--- config.mk ---
export PLATFORM = sky130hd
export DESIGN_NAME = afesd_top
export DESIGN_NICKNAME = d
export VERILOG_FILES = /design/src/afesd_pkg.sv /design/src/afesd_top.sv /design/src/afesd_sign_mag.sv
export SDC_FILE = /design/constraint.sdc
export NUM_CORES = 1
export LEC_CHECK = 0
export BUFFER_PORTS_ARGS = -buffer_cell sky130_fd_sc_hd__buf_2
export CORE_MARGIN = 1
export CORE_UTILIZATION = 25
export DETAILED_ROUTE_END_ITERATION = 8
export GPL_ROUTABILITY_DRIVEN = 0
export GPL_TIMING_DRIVEN = 0
export HOLD_SLACK_MARGIN = 0.06
export PLACE_DENSITY_LB_ADDON = 0.15
export RECOVER_POWER = 50
export SYNTH_ARGS = -nofsm -noshare
export SYNTH_HDL_FRONTEND = slang
export SYNTH_HIERARCHICAL = 1
export SYNTH_SLANG_ARGS = --single-unit
--- constraint.sdc ---
create_clock -name core_clk -period 1.77 [get_ports core_clk]
set_input_delay 0.177 -clock core_clk [delete_from_list [all_inputs] [get_ports core_clk]]
set_output_delay 0.177 -clock core_clk [all_outputs]
set_load 0.01 [all_outputs]
--- src/afesd_pkg.sv ---
// afesd_pkg: register map, field positions, reset values and decode codes
// for the acquisition front-end select decoder.
// assumes one 8-bit register port with a 3-bit word address.
package afesd_pkg;
  // bus widths
  localparam int ADDR_W = 3;
  localparam int DATA_W = 8;

  // register word addresses
  localparam logic [ADDR_W-1:0] ADDR_CFG_ENABLE = 3'h0;
  localparam logic [ADDR_W-1:0] ADDR_CFG_STAGE2 = 3'h1;
  localparam logic [ADDR_W-1:0] ADDR_CFG_GAIN = 3'h2;
  localparam logic [ADDR_W-1:0] ADDR_CFG_OFFSET3 = 3'h3;
  localparam logic [ADDR_W-1:0] ADDR_CFG_FIVE = 3'h4;
  localparam logic [ADDR_W-1:0] ADDR_STATUS = 3'h5;

  // enable register fields
  localparam int EN_LSB = 0;
  localparam int EN_MSB = 3;
  localparam int AMP_BIAS_LSB = 4;
  localparam int AMP_BIAS_MSB = 5;
  localparam int MOD_BIAS_LSB = 6;
  localparam int MOD_BIAS_MSB = 7;
  // stage2 register fields
  localparam int S2_OFF_LSB = 0;
  localparam int S2_OFF_MSB = 3;
  localparam int S2_GAIN_LSB = 4;
  localparam int S2_GAIN_MSB = 5;
  // gain register fields
  localparam int S3_GAIN_LSB = 0;
  localparam int S3_GAIN_MSB = 6;
  localparam int S1_GAIN_BIT = 7;
  // stage3 offset register field
  localparam int S3_OFF_LSB = 0;
  localparam int S3_OFF_MSB = 6;
  // cfg five fields
  localparam int REF_BIT = 0;
  localparam int SEL_LSB = 1;
  localparam int SEL_MSB = 5;
  localparam int RESTORE_BIT = 6;
  // positions inside the input-select field
  localparam int SEL_MODE = 4;
  localparam int SEL_SIGN = 3;

  // configuration reset values
  localparam logic [3:0] RST_ENABLE = 4'h1;
  localparam logic [1:0] RST_AMP_BIAS = 2'h3;
  localparam logic [1:0] RST_MOD_BIAS = 2'h3;
  localparam logic [1:0] RST_S2_GAIN = 2'h0;
  localparam logic [3:0] RST_S2_OFF = 4'h0;
  localparam logic RST_S1_GAIN = 1'h0;
  localparam logic [6:0] RST_S3_GAIN = 7'h00;
  localparam logic [6:0] RST_S3_OFF = 7'h00;
  localparam logic [4:0] RST_SEL = 5'h00;
  localparam logic RST_REF = 1'h0;

  // input multiplexer constants
  localparam logic [2:0] COMMON_INPUT = 3'h0;
  localparam logic [7:0] ONE_HOT_BASE = 8'h01;
  // reference pair one-hot selects
  localparam logic [3:0] REF0_POS = 4'h2;
  localparam logic [3:0] REF0_NEG = 4'h1;
  localparam logic [3:0] REF1_POS = 4'h8;
  localparam logic [3:0] REF1_NEG = 4'h4;

  // gain values driven to the amplifiers
  localparam logic [3:0] GAIN_X1 = 4'h1;
  localparam logic [3:0] GAIN_X2 = 4'h2;
  localparam logic [3:0] GAIN_X5 = 4'h5;
  localparam logic [3:0] GAIN_X10 = 4'ha;
  // stage2 gain codes
  localparam logic [1:0] S2G_X1 = 2'h0;
  localparam logic [1:0] S2G_X2 = 2'h1;
  localparam logic [1:0] S2G_X5 = 2'h2;
  localparam logic [1:0] S2G_X10 = 2'h3;
  // stage2 offset limits
  localparam logic [2:0] S2_MAG_MAX = 3'h5;
  localparam logic [3:0] S2_NEG_ZERO = 4'h8;
endpackage

--- src/afesd_top.sv ---
// afesd_top: configuration registers and decode for the analog front end:
// input and reference multiplexers, stage enables, bypass, gains and offsets.
// assumes a register master on core_clk; analog parts sample the outputs.
// Summary of operation
// RULE1 - straight pair codes: odd positive, even negative
// RULE2 - sign bit swaps pair polarity
// RULE3 - single-ended: input n positive, input 0 negative
// RULE4 - single-ended crossed: input 0 positive, n negative
// RULE5 - reference select picks pair 1/0 or 3/2
// RULE6 - enable bits drive modulator and three stages
// RULE7 - disabled amplifier stage is bypassed
// RULE8 - stage one gain 1 or 10
// RULE9 - stage two gains 1, 2, 5, 10
// RULE10 - stage two offset sign-magnitude, 0.2 steps
// RULE11 - stage three gain is code over twelve
// RULE12 - stage three offset sign-magnitude in twelfths
// RULE13 - defaults command restores every reset value
// RULE14 - software avoids undefined stage two offsets
// RULE15 - outputs held in flops, change only on writes
//
// Design decisions made here: the register offsets and strobed register access.
`timescale 1ns/10ps
module afesd_top
  import afesd_pkg::*;
(
  // clock and reset
  input wire logic core_clk,
  input wire logic arst_n,
  // register port
  input wire logic [afesd_pkg::ADDR_W-1:0] reg_addr,
  input wire logic [afesd_pkg::DATA_W-1:0] reg_wdata,
  input wire logic reg_wr,
  input wire logic reg_rd,
  output logic [afesd_pkg::DATA_W-1:0] reg_rdata,
  // input multiplexer selects, one-hot
  output logic [7:0] analog_input_pos_sel,
  output logic [7:0] analog_input_neg_sel,
  // reference multiplexer selects, one-hot
  output logic [3:0] reference_input_pos_sel,
  output logic [3:0] reference_input_neg_sel,
  // enables, bypass and bias
  output logic modulator_enable,
  output logic [2:0] stage_enable,
  output logic [2:0] stage_bypass,
  output logic [1:0] modulator_bias,
  output logic [1:0] amp_bias,
  // gains and offsets
  output logic [3:0] stage1_gain,
  output logic [3:0] stage2_gain,
  output logic stage2_offset_neg,
  output logic [2:0] stage2_offset_mag,
  output logic stage2_offset_undef,
  output logic [6:0] stage3_gain,
  output logic stage3_offset_neg,
  output logic [5:0] stage3_offset_mag
);
  import afesd_pkg::*;

  // whole state of the block
  typedef struct packed {
    logic [3:0] en;
    logic [1:0] amp_b;
    logic [1:0] mod_b;
    logic [1:0] s2_code;
    logic [3:0] s2_off;
    logic s1_code;
    logic [6:0] s3_code;
    logic [6:0] s3_off;
    logic [4:0] sel;
    logic ref_sel;
    logic [2:0] pos_idx;
    logic [2:0] neg_idx;
    logic [7:0] pos_sel;
    logic [7:0] neg_sel;
    logic [3:0] ref_pos;
    logic [3:0] ref_neg;
    logic [2:0] byp;
    logic [3:0] s1_gain;
    logic [3:0] s2_gain;
    logic s2_neg;
    logic [2:0] s2_mag;
    logic s2_undef;
    logic s3_neg;
    logic [5:0] s3_mag;
    logic [7:0] rdata;
  } afesd_state_t;

  // reset image, decode matches the reset configuration
  localparam afesd_state_t ST_RST = '{
    en: RST_ENABLE, amp_b: RST_AMP_BIAS, mod_b: RST_MOD_BIAS,
    pos_idx: COMMON_INPUT + 3'h1, neg_idx: COMMON_INPUT,
    pos_sel: ONE_HOT_BASE << (COMMON_INPUT + 3'h1), neg_sel: ONE_HOT_BASE << COMMON_INPUT,
    ref_pos: REF0_POS, ref_neg: REF0_NEG, byp: ~RST_ENABLE[3:1],
    s1_gain: GAIN_X1, s2_gain: GAIN_X1, default: '0
  };

  afesd_state_t r_reg; // registered state
  afesd_state_t r_next; // next state

  // write hits per register
  logic hit_en;
  logic hit_s2;
  logic hit_gain;
  logic hit_off3;
  logic hit_five;
  logic restore_defaults; // defaults command
  assign hit_en = reg_wr && (reg_addr == ADDR_CFG_ENABLE);
  assign hit_s2 = reg_wr && (reg_addr == ADDR_CFG_STAGE2);
  assign hit_gain = reg_wr && (reg_addr == ADDR_CFG_GAIN);
  assign hit_off3 = reg_wr && (reg_addr == ADDR_CFG_OFFSET3);
  assign hit_five = reg_wr && (reg_addr == ADDR_CFG_FIVE);
  // restore wins over the select and reference bits of the same word
  assign restore_defaults = hit_five && reg_wdata[RESTORE_BIT];

  // next configuration fields; defaults command overrides all [RULE13]
  logic [3:0] nx_en;
  logic [1:0] nx_amp_b;
  logic [1:0] nx_mod_b;
  logic [1:0] nx_s2_code;
  logic [3:0] nx_s2_off;
  logic nx_s1_code;
  logic [6:0] nx_s3_code;
  logic [6:0] nx_s3_off;
  logic [4:0] nx_sel;
  logic nx_ref;
  assign nx_en = restore_defaults ? RST_ENABLE : hit_en ? reg_wdata[EN_MSB:EN_LSB] : r_reg.en;
  assign nx_amp_b = restore_defaults ? RST_AMP_BIAS :
                    hit_en ? reg_wdata[AMP_BIAS_MSB:AMP_BIAS_LSB] : r_reg.amp_b;
  assign nx_mod_b = restore_defaults ? RST_MOD_BIAS :
                    hit_en ? reg_wdata[MOD_BIAS_MSB:MOD_BIAS_LSB] : r_reg.mod_b;
  assign nx_s2_code = restore_defaults ? RST_S2_GAIN :
                      hit_s2 ? reg_wdata[S2_GAIN_MSB:S2_GAIN_LSB] : r_reg.s2_code;
  assign nx_s2_off = restore_defaults ? RST_S2_OFF :
                     hit_s2 ? reg_wdata[S2_OFF_MSB:S2_OFF_LSB] : r_reg.s2_off;
  assign nx_s1_code = restore_defaults ? RST_S1_GAIN : hit_gain ? reg_wdata[S1_GAIN_BIT] : r_reg.s1_code;
  assign nx_s3_code = restore_defaults ? RST_S3_GAIN :
                      hit_gain ? reg_wdata[S3_GAIN_MSB:S3_GAIN_LSB] : r_reg.s3_code;
  assign nx_s3_off = restore_defaults ? RST_S3_OFF :
                     hit_off3 ? reg_wdata[S3_OFF_MSB:S3_OFF_LSB] : r_reg.s3_off;
  assign nx_sel = restore_defaults ? RST_SEL : hit_five ? reg_wdata[SEL_MSB:SEL_LSB] : r_reg.sel;
  assign nx_ref = restore_defaults ? RST_REF : hit_five ? reg_wdata[REF_BIT] : r_reg.ref_sel;

  // offset code splitting [RULE10] [RULE12]
  logic s2_neg_w;
  logic [2:0] s2_mag_w;
  logic s3_neg_w;
  logic [5:0] s3_mag_w;
  // zero flag left open: the sign output already folds it in
  afesd_sign_mag #(.W(4)) u_s2_off (
    .code(nx_s2_off),
    .neg(s2_neg_w),
    .mag(s2_mag_w),
    .zero()
  );
  // same split for the seven-bit third stage code
  afesd_sign_mag #(.W(7)) u_s3_off (
    .code(nx_s3_off),
    .neg(s3_neg_w),
    .mag(s3_mag_w),
    .zero()
  );

  // decode from the next configuration; it moves only on writes [RULE15]
  always_comb begin
    r_next = r_reg;
    // stored configuration
    r_next.en = nx_en;
    r_next.amp_b = nx_amp_b;
    r_next.mod_b = nx_mod_b;
    r_next.s2_code = nx_s2_code;
    r_next.s2_off = nx_s2_off;
    r_next.s1_code = nx_s1_code;
    r_next.s3_code = nx_s3_code;
    r_next.s3_off = nx_s3_off;
    r_next.sel = nx_sel;
    r_next.ref_sel = nx_ref;
    // input multiplexer by mode and sign bits
    unique case ({nx_sel[SEL_MODE], nx_sel[SEL_SIGN]})
      // straight pair [RULE1]
      2'h0: begin
        r_next.pos_idx = {nx_sel[1:0], 1'h1};
        r_next.neg_idx = {nx_sel[1:0], 1'h0};
      end
      // crossed pair [RULE2]
      2'h1: begin
        r_next.pos_idx = {nx_sel[1:0], 1'h0};
        r_next.neg_idx = {nx_sel[1:0], 1'h1};
      end
      // common input on the negative side [RULE3]
      2'h2: begin
        r_next.pos_idx = nx_sel[2:0];
        r_next.neg_idx = COMMON_INPUT;
      end
      // common input on the positive side [RULE4]
      2'h3: begin
        r_next.pos_idx = COMMON_INPUT;
        r_next.neg_idx = nx_sel[2:0];
      end
    endcase
    r_next.pos_sel = ONE_HOT_BASE << r_next.pos_idx;
    r_next.neg_sel = ONE_HOT_BASE << r_next.neg_idx;
    // reference pair [RULE5]
    r_next.ref_pos = nx_ref ? REF1_POS : REF0_POS;
    r_next.ref_neg = nx_ref ? REF1_NEG : REF0_NEG;
    // disabled stages pass straight through [RULE7]
    r_next.byp = ~nx_en[3:1];
    // stage one gain [RULE8]
    r_next.s1_gain = nx_s1_code ? GAIN_X10 : GAIN_X1;
    // stage two gain [RULE9]
    unique case (nx_s2_code)
      S2G_X1: r_next.s2_gain = GAIN_X1;
      S2G_X2: r_next.s2_gain = GAIN_X2;
      S2G_X5: r_next.s2_gain = GAIN_X5;
      S2G_X10: r_next.s2_gain = GAIN_X10;
    endcase
    // stage two offset, undefined codes flagged [RULE10]
    r_next.s2_neg = s2_neg_w;
    r_next.s2_mag = s2_mag_w;
    r_next.s2_undef = (s2_mag_w > S2_MAG_MAX) || (nx_s2_off == S2_NEG_ZERO);
    // stage three offset, negative zero is zero [RULE12]
    r_next.s3_neg = s3_neg_w;
    r_next.s3_mag = s3_mag_w;
    // read data stands one cycle only
    r_next.rdata = '0;
    if (reg_rd) begin
      case (reg_addr)
        ADDR_CFG_ENABLE: r_next.rdata = {r_reg.mod_b, r_reg.amp_b, r_reg.en};
        ADDR_CFG_STAGE2: r_next.rdata = {2'h0, r_reg.s2_code, r_reg.s2_off};
        ADDR_CFG_GAIN: r_next.rdata = {r_reg.s1_code, r_reg.s3_code};
        ADDR_CFG_OFFSET3: r_next.rdata = {1'h0, r_reg.s3_off};
        // defaults bit reads back zero
        ADDR_CFG_FIVE: r_next.rdata = {2'h0, r_reg.sel, r_reg.ref_sel};
        // decoded state
        ADDR_STATUS: r_next.rdata = {r_reg.s2_undef, r_reg.pos_idx, 1'h0, r_reg.neg_idx};
        // unmapped reads zero
        default: r_next.rdata = '0;
      endcase
    end
  end

  // state register
  // async clear loads the reset image, decode included
  always_ff @(posedge core_clk or negedge arst_n) begin
    if (!arst_n) begin
      r_reg <= ST_RST;
    end else begin
      r_reg <= r_next;
    end
  end

  // outputs straight from the state register [RULE6]
  assign reg_rdata = r_reg.rdata;
  assign analog_input_pos_sel = r_reg.pos_sel;
  assign analog_input_neg_sel = r_reg.neg_sel;
  assign reference_input_pos_sel = r_reg.ref_pos;
  assign reference_input_neg_sel = r_reg.ref_neg;
  assign modulator_enable = r_reg.en[0];
  assign stage_enable = r_reg.en[3:1];
  assign stage_bypass = r_reg.byp;
  assign modulator_bias = r_reg.mod_b;
  assign amp_bias = r_reg.amp_b;
  assign stage1_gain = r_reg.s1_gain;
  assign stage2_gain = r_reg.s2_gain;
  assign stage2_offset_neg = r_reg.s2_neg;
  assign stage2_offset_mag = r_reg.s2_mag;
  assign stage2_offset_undef = r_reg.s2_undef;
  // gain in twelfths is the code itself [RULE11]
  assign stage3_gain = r_reg.s3_code;
  assign stage3_offset_neg = r_reg.s3_neg;
  assign stage3_offset_mag = r_reg.s3_mag;
endmodule

--- src/afesd_sign_mag.sv ---
// afesd_sign_mag: splits a sign-magnitude offset code into sign and magnitude.
// assumes a purely combinational use; the caller registers the results.
`timescale 1ns/10ps
module afesd_sign_mag #(
  parameter int W = 4
) (
  // offset code, sign in the top bit
  input wire logic [W-1:0] code,
  // decoded fields
  output logic neg,
  output logic [W-2:0] mag,
  output logic zero
);
  // magnitude is the low bits
  assign mag = code[W-2:0];
  // both signs of a zero magnitude mean no offset
  assign zero = (code[W-2:0] == '0);
  // a negative zero is driven as plain zero
  assign neg = code[W-1] & ~zero;
endmodule

; Word-level counts from Yosys, hierarchy flattened
; Cells that the tools add are included.
[totals]
wordCells = 87
output_inout_bits = 70
input_bits = 15
reg_bits = 95
[op_classes]
shift = 2
n_eq_ne = 12
mux = 27
n_bitwise = 5
order_cmp = 1
reduce_logical = 14
[ops]
columns = cell, count
row1 = one-hot mux 8 bit (6 select lines), 1
row2 = 2-to-1 mux 7 bit, 4
row3 = 2-to-1 mux 4 bit, 6
row4 = one-hot mux 6 bit (4 select lines), 1
row5 = one-hot mux 4 bit (4 select lines), 1
row6 = << shifter 1 x 3 -> 8 bit (first input constant), 2
row7 = 2-to-1 mux 2 bit, 6
row8 = 2-to-1 mux 5 bit, 2
row9 = == test 2 bit (second input constant), 4
row10 = 2-to-1 mux 8 bit, 1
row11 = == test 3 x 2 -> 1 bit (second input constant), 2
row12 = == test 3 bit (second input constant), 2
row13 = logical AND 1 bit, 6
row14 = zero test 3 bit, 2
row15 = zero test 6 bit, 1
row16 = == test 2 x 1 -> 1 bit (second input constant), 2
row17 = == test 4 bit (second input constant), 1
row18 = zero test 2 bit, 2
row19 = 2-to-1 mux 1 bit, 4
row20 = nonzero test 2 bit, 2
row21 = == test 3 x 1 -> 1 bit (second input constant), 1
row22 = > comparator 3 bit (second input constant), 1
row23 = 2-to-1 mux 3 bit, 1
row24 = NOT 3 bit, 1
row25 = 3 further kinds, 5

; Longest topological paths before layout
[logic_depth]
depth_word = 7
ltp_mapped = 10
ltp_nobuf = 6

; By module
; The synthesis kept the hierarchy.
[modules_own_cells]
columns = mod, n_inst, cells_each, area_per_inst_um2
row1 = afesd_top, 1, 413, 4241.6
row2 = afesd_sign_mag (u_s3_off), 1, 9, 70.1
row3 = afesd_sign_mag (u_s2_off), 1, 5, 36.3

; Worst setup path after synthesis
; OpenSTA, ideal clock, no wires.
[synth_timing]
kind = input -> register
start = input reg_addr[1] (netlist name)
end = register r_reg, in the netlist stage3_offset_neg
required_ns = 1.646
setup_ns = 0.124
path_buffers = 4
arrival_time_ns = 2.098
setup_slack_ns = -0.452
stages = 9
path_cell_list = buf_6 nand4bb_1 buf_2 buf_2 nor2_1 clkbuf_1 a21oi_1 or4_4 o31a_1
[synth_lines]
columns = item, line
row1 = start: declaration, afesd_top.sv:30  ; input wire logic [afesd_pkg::ADDR_W-1:0] reg_addr,
row2 = end signal: assignment, afesd_top.sv:247  ; r_reg <= r_next;
row3 = end: declaration, afesd_top.sv:97  ; afesd_state_t r_reg;

==> out/results.tsv <==
stage	metric	value	unit
routing	wire_per_inst	15.5	um
logic_synthesis	syn_area	4340	sq um
cts	h-tree-depth	3	
grt	antenna_found_initial	0	
cts	clock_latency	0.33	ns
cts	cts.clk_slew.worst_paths	0.06	ns
floorplanning	chipWidth	134	um
cells_and_area	drive_gt1_share	42.3	%
pwr	power_density	1110	nW/um^2
place	io_buffers	78	
cts	numCtsBuffers	9	
cells_and_area	largest_reg_flops	24	
routing	drtIter0Drc	148	
grt	gr-usage-met2	19.3	%
pwr	irDropWorstVdd	394	uV
sta	fin_crit_sh	97.1	%
worst_setup_path	crit_path_max_fanout	10	
cells_and_area	fin_cells	750	
routing	num_vias	3217	
pwr	p_leak	2.71	nW
logic_synthesis	netlist_instances	425	
sta	fin_skew	0.00647	ns
worst_setup_path	r2r_cells	4	
grt	grt_max_degree	51	
sta	fin_ws	0.0512	ns
grt	grt_overflow	0	
grt	use_met3	2.25	%
place	dpl.cell_count	728	
run_status	status	completed	
grt	top_usage_layer	met1	
cts	cts_buffer_depth	2	
worst_setup_path	required	1.98	ns
worst_setup_path	critPathCaptureType	flop	
place	dp_hpwl	8.62	mm
routing	via_per_inst	4.29	
sta	clock.fmax	0.582	GHz
grt	use_met1	20.3	%
sta	fin_crit	1.72	ns
floorplanning	coreArea	16800	sq um
pwr	fin_total_pwr	0.00609	W
cts	cts_tree	built	
routing	drt_pre_antenna_iters	4	
floorplanning	die-area	17900	sq um
sta	setup_viol	0	
worst_setup_path	arrival	1.93	ns
logic_synthesis	syn_area_per_cell	10.2	sq um
cells_and_area	n_antenna_cell	0	
routing	drcViolationCount	0	
grt	grt_pass1_wl	18.2	mm
floorplanning	start_util	25.9	%
sta	slew_headroom	36.3	%
hold_path	hold_path_depth	3	
worst_setup_path	critPathLaunchType	input port	
place	place_ws	-0.462	ns
hold_path	hold_class	input port to flop	
grt	grt_pass1_vias	3076	
job	drv_cap	0	
floorplanning	num_io_pins	85	
sta	report.final.slew_viol_count	0	
worst_setup_path	rrSetupSlack	0.13	ns
floorplanning	row_count	47	
grt	grt_usage	13.4	%
sta	setup_tns	0	ns
cts	clkSinkCount	85	
worst_setup_path	crit_type	input port to flop	
floorplanning	die_h	134	um
routing	wl	11.7	mm
cts	cts_root_buffer	clkbuf_16	
sta	tightestPinTransition	0.955	ns
sta	finalHoldViolations	0	
cells_and_area	nets	540	
routing	final_antenna_net_count	0	
cells_and_area	area_growth	26.6	%
logic_synthesis	ys_warn_count	6	
metal layers:
metal	part of all wire, %	vias up	routed length, um
met5	0	-	0
met1	51	1553	5950
li1	-	1583	-
met3	4.2	5	488
met2	44	76	5130
met4	0.72	0	84
cell usage in the layout (no fill, tap or decap), types with 9 or more instances in the layout:
cell and instances:
nor2_1 18, a21oi_1 27, buf_4 81, nand2_1 50, mux2i_1 17, dfrtp_1 71
dfstp_2 14, nand3_1 9, clkbuf_16 9, a22oi_1 11, o22ai_1 10, buf_2 83
final timing paths:
path | endpoint | start
max | stage3_offset_neg$_DFF_PN0_ | reg_addr[1]
min | modulator_bias[1]$_DFFE_PN1P_ | reg_wdata[7]
max reg2reg | analog_input_pos_sel[6]$_DFF_PN0_ | r_reg[66]$_DFF_PN0_
min reg2reg | amp_bias[1]$_DFFE_PN1P_ | amp_bias[1]$_DFFE_PN1P_
max in group asynchronous | analog_input_neg_sel[0]$_DFF_PN1_ | arst_n
min in group asynchronous | stage3_offset_mag[5]$_DFF_PN0_ | arst_n
area by class of cell:
type                            instances  area, sq um
Clock inverter                          3         68.8
Fill cell                            1732        11300
Multi-Input combinational cell        243         1550
Clock buffer                           13          250
Buffer                                 94          703
Sequential cell                        85         2140
Tap cell                              220          275
Inverter                                6         22.5
Timing Repair Buffer                   86          473
worst max-delay path, stage by stage:
cell,delay (ns)
buf_6,0.12
nand4bb_4,0.23
buf_8,0.15
buf_6,0.14
nor2_4,0.15
buf_8,0.13
a21oi_1,0.06
or4_4,0.54
o31a_1,0.25
power by group:
part	leakage [nW]	switching [W]	internal [W]
Clock	0.154	0.000730	0.00128
Sequential	1.08	0.000224	0.00231
Combinational	1.47	0.000748	0.000791
Total	2.71	0.00170	0.00438
metrics by stage:
stage          cell area (sq um)  util, %  hold slack (ns)
6_report                    5490     32.8            0.133
5_1_grt                     5490     32.8            0.132
4_1_cts                     5440     32.5            0.116
3_5_place_dp                5080     30.3            0.180
3_3_place_gp                5050     30.1            0.456
2_1_floorplan               4380        -           -0.119
timing repair:
item	CTS	global route
endpoints found under the hold margin	26	0
hold buffers	1	0
pin swaps	0	2
buffers inserted	1	5
gates resized for setup	5	5
setup endpoints to repair	2	1
No activity file was read; power rests on OpenSTA's default activity.
